**src/rtl/rtas_cfg.svh**
```systemverilog
// Offsets, field positions and reset values for the target address slots
`ifndef RTAS_CFG_SVH
`define RTAS_CFG_SVH

// Printed offsets are register indices; byte address is four times index
`define RTAS_IDX_SLOT1 8'h09
`define RTAS_IDX_SLOT2 8'h0A
`define RTAS_IDX_SLOT3 8'h0B
`define RTAS_IDX_SLOT4 8'h0C
// Alias registers are not printed here; our own indices
`define RTAS_IDX_ALIAS1 8'h11
`define RTAS_IDX_ALIAS2 8'h12
`define RTAS_IDX_ALIAS3 8'h13
`define RTAS_IDX_ALIAS4 8'h14
`define RTAS_IDX_STATUS 8'h20
`define RTAS_ADDR_MSB 7
`define RTAS_ADDR_LSB 1
`define RTAS_SLOT_RESET 8'h00
`define RTAS_ALIAS_RESET 8'h00
`define RTAS_NUM_SLOTS 4

`endif

```
**src/rtl/rtas_pkg.sv**
```systemverilog
// Types for the remote target address slots block
package rtas_pkg;

  // Local bus transaction header heading across the control channel
  typedef struct packed
  {
    logic valid;
    logic [6:0] addr;
    logic rnw;
  } rtas_xact_s;

  typedef enum logic [1:0]
  {
    RTAS_FWD_NONE = 2'b00,
    RTAS_FWD_MAPPED = 2'b01,
    RTAS_FWD_DROPPED = 2'b10
  } rtas_fwd_e;

endpackage

```
**src/rtl/rtas_slots.sv**
```systemverilog
// Remote target address slots with alias remap and APB register access
//
// Notes on behaviour
// - Slots hold 7-bit address in 7:1, reset zero
// - Alias match substitutes slot's physical address
// - Substitution happens before control channel send
// - Slots 1-4 at indices 9h-Ch, aliases 1-4 at indices 11h-14h
// - Zero alias disables forwarding for that slot
//
// Register access over APB was decided locally.
`timescale 1ns/10ps
`include "rtas_cfg.svh"

module rtas_slots
#(
  parameter int NUM_SLOTS = `RTAS_NUM_SLOTS
)
(
  // Clock and reset
  input wire logic CLK,
  input wire logic RESETN,
  // APB slave
  input wire logic PSEL,
  input wire logic PENABLE,
  input wire logic PWRITE,
  input wire logic [11:0] PADDR,
  input wire logic [31:0] PWDATA,
  input wire logic [3:0] PSTRB,
  output logic [31:0] PRDATA,
  output logic PREADY,
  output logic PSLVERR,
  // Local bus transaction in
  input wire rtas_pkg::rtas_xact_s LOCAL_XACT,
  output logic LOCAL_READY,
  // Toward the control channel
  output rtas_pkg::rtas_xact_s CHAN_XACT,
  input wire logic CHAN_READY,
  output rtas_pkg::rtas_fwd_e LAST_FWD
);
  import rtas_pkg::*;

  // ********************************************************
  // Register bus decode
  // ********************************************************
  logic [7:0] slot [NUM_SLOTS];
  logic [7:0] alias_r [NUM_SLOTS];
  logic [7:0] status;
  logic [31:0] next_prdata;
  wire [9:0] idx = PADDR[11:2];
  wire aligned = (PADDR[1:0] == 2'b00);
  wire access = PSEL && PENABLE;
  wire wr = access && PWRITE && PSTRB[0];
  wire [7:0] slot_idx [4] = '{`RTAS_IDX_SLOT1, `RTAS_IDX_SLOT2,
                              `RTAS_IDX_SLOT3, `RTAS_IDX_SLOT4};
  wire [7:0] alias_idx [4] = '{`RTAS_IDX_ALIAS1, `RTAS_IDX_ALIAS2,
                               `RTAS_IDX_ALIAS3, `RTAS_IDX_ALIAS4};
  logic [NUM_SLOTS-1:0] hit_slot;
  logic [NUM_SLOTS-1:0] hit_alias;
  wire hit_status = aligned && (idx == {2'b00, `RTAS_IDX_STATUS});
  wire mapped = (|hit_slot) || (|hit_alias) || hit_status;

  // Zero-wait slave: every access completes in its first access cycle
  assign PREADY = 1'b1;
  assign PSLVERR = access && !mapped;

  always_comb
  begin
    next_prdata = 32'h0000_0000;
    for (int i = 0; i < NUM_SLOTS; i++)
    begin
      hit_slot[i] = aligned && (idx == {2'b00, slot_idx[i]});
      hit_alias[i] = aligned && (idx == {2'b00, alias_idx[i]});
      if (hit_slot[i])
        next_prdata = {24'h00_0000, slot[i]};
      else if (hit_alias[i])
        next_prdata = {24'h00_0000, alias_r[i]};
    end
    if (hit_status)
      next_prdata = {24'h00_0000, status};
  end

  // ********************************************************
  // Slot and alias storage
  // ********************************************************
  always_ff @(posedge CLK or negedge RESETN)
  begin
    if (!RESETN)
    begin
      for (int i = 0; i < NUM_SLOTS; i++)
      begin
        slot[i] <= `RTAS_SLOT_RESET;
        alias_r[i] <= `RTAS_ALIAS_RESET;
      end
    end
    else
    begin
      for (int i = 0; i < NUM_SLOTS; i++)
      begin
        // Slot bit 0 is stored as written; it reads back but never remaps. Alias bit 0 is stored as zero
        if (wr && hit_slot[i])
          slot[i] <= PWDATA[7:0];
        if (wr && hit_alias[i])
          alias_r[i] <= {PWDATA[7:1], 1'b0};
      end
    end
  end

  always_ff @(posedge CLK or negedge RESETN)
  begin
    if (!RESETN)
      PRDATA <= 32'h0000_0000;
    else if (PSEL && !PENABLE && !PWRITE)
      PRDATA <= next_prdata;
  end

  // ********************************************************
  // Alias match and address substitution
  // ********************************************************
  logic [NUM_SLOTS-1:0] match;
  logic [6:0] sub_addr;
  always_comb
  begin
    sub_addr = LOCAL_XACT.addr;
    for (int i = NUM_SLOTS - 1; i >= 0; i--)
    begin
      // Zero alias never matches, so the slot stays dormant
      match[i] = (alias_r[i][`RTAS_ADDR_MSB:`RTAS_ADDR_LSB] != 7'h00) &&
        (alias_r[i][`RTAS_ADDR_MSB:`RTAS_ADDR_LSB] ==
         LOCAL_XACT.addr);
      if (match[i])
        sub_addr = slot[i][`RTAS_ADDR_MSB:`RTAS_ADDR_LSB];
    end
  end

  wire any_match = |match;
  wire chan_free = !CHAN_XACT.valid || CHAN_READY;
  assign LOCAL_READY = chan_free;
  wire take = LOCAL_XACT.valid && chan_free;

  // Registered so the channel only ever sees the rewritten address
  always_ff @(posedge CLK or negedge RESETN)
  begin
    if (!RESETN)
      CHAN_XACT <= '0;
    else if (chan_free)
    begin
      CHAN_XACT.valid <= take && any_match;
      CHAN_XACT.addr <= sub_addr;
      CHAN_XACT.rnw <= LOCAL_XACT.rnw;
    end
  end

  always_ff @(posedge CLK or negedge RESETN)
  begin
    if (!RESETN)
      LAST_FWD <= RTAS_FWD_NONE;
    else if (take)
      LAST_FWD <= any_match ? RTAS_FWD_MAPPED : RTAS_FWD_DROPPED;
  end

  assign status = {6'h00, LAST_FWD};

endmodule

```
**config.mk**
```make
export PLATFORM = sky130hd
export DESIGN_NAME = rtas_slots
export DESIGN_NICKNAME = d
export VERILOG_FILES = /design/src/rtl/rtas_pkg.sv /design/src/rtl/rtas_slots.sv
export VERILOG_INCLUDE_DIRS = /design/src /design/src/rtl
export SDC_FILE = /design/constraint.sdc
export NUM_CORES = 1
export LEC_CHECK = 0
export BUFFER_PORTS_ARGS = -buffer_cell sky130_fd_sc_hd__buf_2
export CELL_PAD_IN_SITES_DETAIL_PLACEMENT = 1
export CELL_PAD_IN_SITES_GLOBAL_PLACEMENT = 1
export CORE_MARGIN = 5
export CORE_UTILIZATION = 46
export DETAILED_ROUTE_END_ITERATION = 10
export GPL_TIMING_DRIVEN = 0
export PLACE_DENSITY = 0.95
export SLEW_MARGIN = 25
export SYNTH_ARGS = -nofsm -noshare
export SYNTH_HDL_FRONTEND = slang
export SYNTH_SLANG_ARGS = --single-unit
```
**constraint.sdc**
```tcl
create_clock -name CLK -period 3.3 [get_ports CLK]
set_input_delay 0.165 -clock CLK [delete_from_list [all_inputs] [get_ports CLK]]
set_output_delay 0.165 -clock CLK [all_outputs]
set_load 0.01 [all_outputs]
```
After elaboration in Yosys (flattened, before gate mapping)
Index checks and enable logic that the tools add are counted.

storage, ports and cells
  output and inout bits = 46
  word-level logic and storage cells = 84
  input port bits = 63
  bits in registers = 103

cells by class
  equality and inequality tests = 13
  multiplexer cells = 14
  reductions and logical operators = 44

operators with widths
  cell                 count
  $mux 32              8
  $eq 10x4->1 const B  4
  $eq 10x5->1 const B  4
  $logic_and 1x1->1    29
  $eq 7x7->1           4
  $mux 7               4
  $reduce_bool 7->1    4
  $reduce_or 4->1      3
  $eq 10x6->1 const B  1
  $mux 8               1
  $logic_not 1->1      4
  $logic_or 1x1->1     3
  $logic_not 2->1      1
  $mux 2               1

Depth between registers and ports, before layout
  depth in word-level cells = 11
  depth in mapped cells = 8
  depth with buffers taken out = 5

Worst setup path after synthesis
Ideal clock, no wire load.

  kind = flip-flop to flip-flop
  start = register alias_r[19] (netlist name)
  end = register CHAN_XACT[1] (netlist name)
  slack = 1208 ps
  required time = 3180 ps
  setup time = 120 ps
  stages on the path, launching flop included = 6
  buffers on the path = 0
  arrival time = 1971 ps
  period minus slack after synthesis = 2092 ps
  cell sequence = dfrtp_1 or4_4 nor4_4 nor3_2 or4_1 o211a_1

on the way
  word-level cells in the longest chain between the ends = 4
  elaborated cells on any way between the ends = 5
  those cells by class = 1 x eq/ne; 2 x mux; 2 x reduce/logical

ends and longest elaborated chain
  item                                             line                                  RTL
  start: declaration                               rtas_slots.sv:46                      logic [7:0] alias_r [NUM_SLOTS];
  start signal: indexed assignment                 rtas_slots.sv:92                      alias_r[i] <= `RTAS_ALIAS_RESET;
  start signal: indexed assignment                 rtas_slots.sv:103                     alias_r[i] <= {PWDATA[7:1], 1'b0};
  $eq 7x7->1 or $reduce_bool 7->1 (tied branches)  rtas_slots.sv:128, rtas_slots.sv:127
  $logic_and 1x1->1 *                              rtas_slots.sv:127                     match[i] = (alias_r[i][`RTAS_ADDR_MSB:`RTAS_ADDR_LSB] != 7'h00) &&
  $mux 7 * (2 in a row)                            rtas_slots.sv:130                     if (match[i])
  end: declaration                                 rtas_slots.sv:36                      output rtas_pkg::rtas_xact_s CHAN_XACT,

Mark *: on every way between the ends. The rest lies on a longest branch, timed or not.
A chain may end at the register's enable or synchronous reset.

Final worst setup path
  start = register alias_r[11] (netlist name)
  end = register LAST_FWD[1]

on the way
  word-level cells in the longest chain between the ends = 4
  elaborated cells on any way between the ends = 5
  those cells by class = 1 x eq/ne; 1 x mux; 3 x reduce/logical

ends and longest elaborated chain
  item                                             line                                  RTL
  $eq 7x7->1 or $reduce_bool 7->1 (tied branches)  rtas_slots.sv:128, rtas_slots.sv:127
  $logic_and 1x1->1 *                              rtas_slots.sv:127
  $reduce_or 4->1 *                                rtas_slots.sv:135                     wire any_match = |match;
  $mux 2 *                                         rtas_slots.sv:158                     LAST_FWD <= any_match ? RTAS_FWD_MAPPED : RTAS_FWD_DROPPED;
  end signal: assignment                           rtas_slots.sv:158
  end: declaration                                 rtas_slots.sv:38                      output rtas_pkg::rtas_fwd_e LAST_FWD

Marks and branches as above.

==> summary.md <==
| Metric | Value |
|---|---|
| Clock Latency Late Sink | `0.36 ns` |
| First-pass GRT wire length | `26,710 microns` |
| Wire per inst | `24.55 microns` |
| CTS Root Cell | `clkbuf_8` |
| Setup violations, final | `0` |
| Postcts setup bufs | `0` |
| CTS max path bufs | `2` |
| Worst vdd ir | `0.0002158 V` |
| FF-to-FF End | `LAST_FWD[1]` |
| Final hold vios | `0` |
| Number of port buffers | `48` |
| Ant diodes | `0` |
| Synthesized area | `4952 sq um` |
| GRT Overall Usage | `27.10%` |
| Die height | `113.8 microns` |
| Max-Cap Viols | `0` |
| P_sw | `512.5 uW` |
| Max FO, Critical Path | `8` |
| Most frequent cells in the layout | `dfrtp_1, mux2_2, buf_2, buf_4, conb_1` |
| Combinational Power Share | `13.1%` |
| Setup crit start kind | `flip-flop` |
| Count of different cell masters after synthesis | `68` |
| Cells after Synth | `478` |
| CP bufs+invs | `0` |
| Period utilization | `80.13%` |
| Slowest Stage Delay on Critical Path | `0.71 ns` |
| Placement Cell Area | `5479 sq um` |
| Setup CP Type | `flip-flop to flip-flop` |
| CTS H-tree depth | `3` |
| Total power | `1.869 mW` |
| Fin util | `54.21%` |
| TNS Setup | `0 ns` |
| Status | `finished clean` |
| Internal power | `1.357 mW` |
| Total routed wirelength | `17,240 microns` |
| Hold Crit Class | `primary input to flip-flop` |
| RSZ-0062 raised after global routing | `false` |
| Critical Path Start | `alias_r[11]` |
| Pwr per Cell Area | `331.0 nW/um^2` |
| Syn-to-layout area delta | `14.02%` |
| WP depth | `5` |
| Fin nets | `625` |
| Sequential cell area | `1977 sq um` |
| DRC Markers | `0` |
| Die width | `113.8 microns` |
| Io pins | `109` |
| Clock power frac | `34.2%` |
| Sequential power share | `52.7%` |
| Setup crit end kind | `flip-flop` |
| Vias/cell | `6.477` |
| CP delay by family, top | `simple AND/OR/NAND/NOR gates` |
| Pin count of the biggest net entering global routing | `53` |
| Clk sink count | `79` |
| # fillers | `1,186` |
| Avg Cell Area, Syn | `10.36 sq um` |
| Area of the multi-input gates | `2744 sq um` |
| Crit path DAT | `2.94 ns` |
| Die area | `12,940 sq um` |
| Sw Share | `27.42%` |
| Gates resized, CTS repair | `0` |
| Post-synth ARST share | `100.0%` |
| CTS tree | `yes` |
| Clock-pin transition on the worst setup and hold timing paths | `0.08 ns` |
| RR Startpoint | `alias_r[11]` |
| Drt pass-1 iters | `5` |
| Leakage | `2.504 nW` |
| Top_reg_cell synth | `dfrtp_1` |
| CP required | `3.60 ns` |
| Register-to-Register Path Depth | `5` |
| Site Rows | `37` |
| Post-synthesis sequential area ratio | `39.92%` |
| Tmin final | `2.644 ns` |
| Crit-path cells | `or4_1, nor4_4, nor3_2, nor4_1, mux2_2` |
| Most common cell after layout, fill and taps aside | `dfrtp_1` |
| Highest-delay cell along the critical path | `nor4_1` |
| Initial Util | `47.54%` |
| Initial antenna violation count | `0` |
| Synthesized flop and latch total | `79` |
| Fin. max-slew vios | `0` |
| Synth warnings | `0` |
| Fmax | `378.2 MHz` |
| Relative slew slack | `37.72%` |
| Worst setup path endpoint | `LAST_FWD[1]` |
| CTS buffer count | `9` |
| Placer Congestion | `1.018` |
| Final non-filler cell area | `5647 sq um` |
| DRT iter0 DRCs | `447` |
| Hpwl dp | `12,930 microns` |
| Slew @ Worst Pin | `0.9291 ns` |
| Total number of vias | `4,547` |
| Final ANT Viol Nets | `0` |
| Core area | `10,420 sq um` |
| Grt ovf | `0` |
| Post-synth EDFFs | `0` |
| Setup Skew | `0.01176 ns` |
| Share of layout cells above drive strength 1 | `31.80%` |
| Vias in the first global route | `4,624` |
| R2r setup slk | `0.66 ns` |
## routing by layer
| layer | vias to the layer above | wire (microns) | global-route usage (%) |
|---|---|---|---|
| met3 | 71 | 1740 | 7.109 |
| met4 | 0 | 850 | 12.34 |
| li1 | 1944 | - | - |
| met5 | - | 0 | 0 |
| met1 | 2249 | 6481 | 33.10 |
| met2 | 283 | 8166 | 44.84 |
## stage by stage
step           worst slack (ns)  instances  hold slack (ns)
3_3_place_gp             0.7917        685           0.3722
2_1_floorplan             1.208        501          -0.1306
5_1_grt                  0.5347        702          0.01831
6_report                 0.6559        702         0.002421
4_1_cts                  0.6673        702         0.001754
3_5_place_dp             0.7161        686           0.1166
## kinds of logic (layout without fill, tap and decap cells)
kind of cell	count (synthesis)	after routing	share of synthesized area, %
flops	79	79	39.92
other cells	2	25	0.1516
buf+inv	56	121	6.417
simple gates	146	146	18.87
compound gates	105	105	15.56
mux	63	63	14.30
xor+xnor	27	27	4.775
## Yosys cell counts, types with 3 or more instances
master / instances / area, sq um
dfrtp_1: 79 / 1977
mux2_2: 62 / 698.2
buf_4: 25 / 187.7
nor2_1: 22 / 82.58
nand2_1: 19 / 71.32
xnor2_1: 17 / 148.9
nand4_1: 15 / 93.84
o21ai_0: 15 / 75.07
a21oi_1: 13 / 65.06
a22oi_1: 13 / 97.59
buf_2: 11 / 55.05
clkbuf_1: 10 / 37.54
nor3_1: 10 / 50.05
xor2_1: 10 / 87.58
nor4_1: 9 / 56.30
or4_1: 8 / 60.06
nor3_2: 7 / 70.07
o31ai_1: 7 / 52.55
nand3_1: 6 / 30.03
nor2b_1: 6 / 37.54
o22ai_1: 6 / 37.54
buf_1: 5 / 18.77
inv_1: 5 / 18.77
nor4b_1: 5 / 43.79
or3_1: 5 / 31.28
a211oi_1: 4 / 30.03
a21o_1: 4 / 30.03
a2bb2oi_1: 4 / 35.03
and3_1: 4 / 25.02
nand2b_1: 4 / 25.02
o211a_1: 4 / 40.04
a211o_1: 3 / 26.28
a22o_1: 3 / 26.28
a32oi_1: 3 / 26.28
and2_1: 3 / 18.77
and4_1: 3 / 26.28
nand4b_1: 3 / 26.28
nor4_4: 3 / 63.81
## sequential cells by signal, summed over array words and instances (netlist names)
signal and cells:
LAST_FWD 2, alias_r 28, slot 32, CHAN_XACT 9
PRDATA 8
## layout make-up
class / count / area share, %
Clock inverter: 1 / 0.08863
Tap cell: 136 / 3.014
Inverter: 5 / 0.3324
Multi-Input combinational cell: 366 / 48.59
Clock buffer: 14 / 2.703
Timing Repair Buffer: 50 / 4.963
Buffer: 51 / 5.296
Sequential cell: 79 / 35.01
## worst min-delay path: stages
cell and delay [ns]:
buf_2 0.08, nand2_1 0.04, nand2_1 0.06
## power groups by stage
stage	Clock (mW)	Combinational [mW]	Sequential, mW
2_1_floorplan	0	0.125	1.01
3_3_place_gp	0	0.223	1.00
3_5_place_dp	0	0.238	1.00
4_1_cts	0.642	0.239	0.985
5_1_grt	0.692	0.263	0.987
6_report	0.639	0.245	0.985
## repair_timing
action,CTS,global route
endpoints found under the setup margin,0,0
hold buffers,1,0
endpoints found under the hold margin,27,0
## how the worst min path moves through the flow
stage | from | cells after the start | to | slack [ns]
floorplan | RESETN | 0 | CHAN_XACT[0] | -0.13
global placement | LOCAL_XACT[0] | 3 | CHAN_XACT[0] | 0.37
detailed placement | RESETN | 1 | alias_r[5] | 0.12
finish | LOCAL_XACT[0] | 3 | CHAN_XACT[0] | 0.002
global route | LOCAL_XACT[0] | 3 | CHAN_XACT[0] | 0.02
CTS | LOCAL_XACT[0] | 3 | CHAN_XACT[0] | 0.002
No activity file was read; power rests on OpenSTA's default activity.
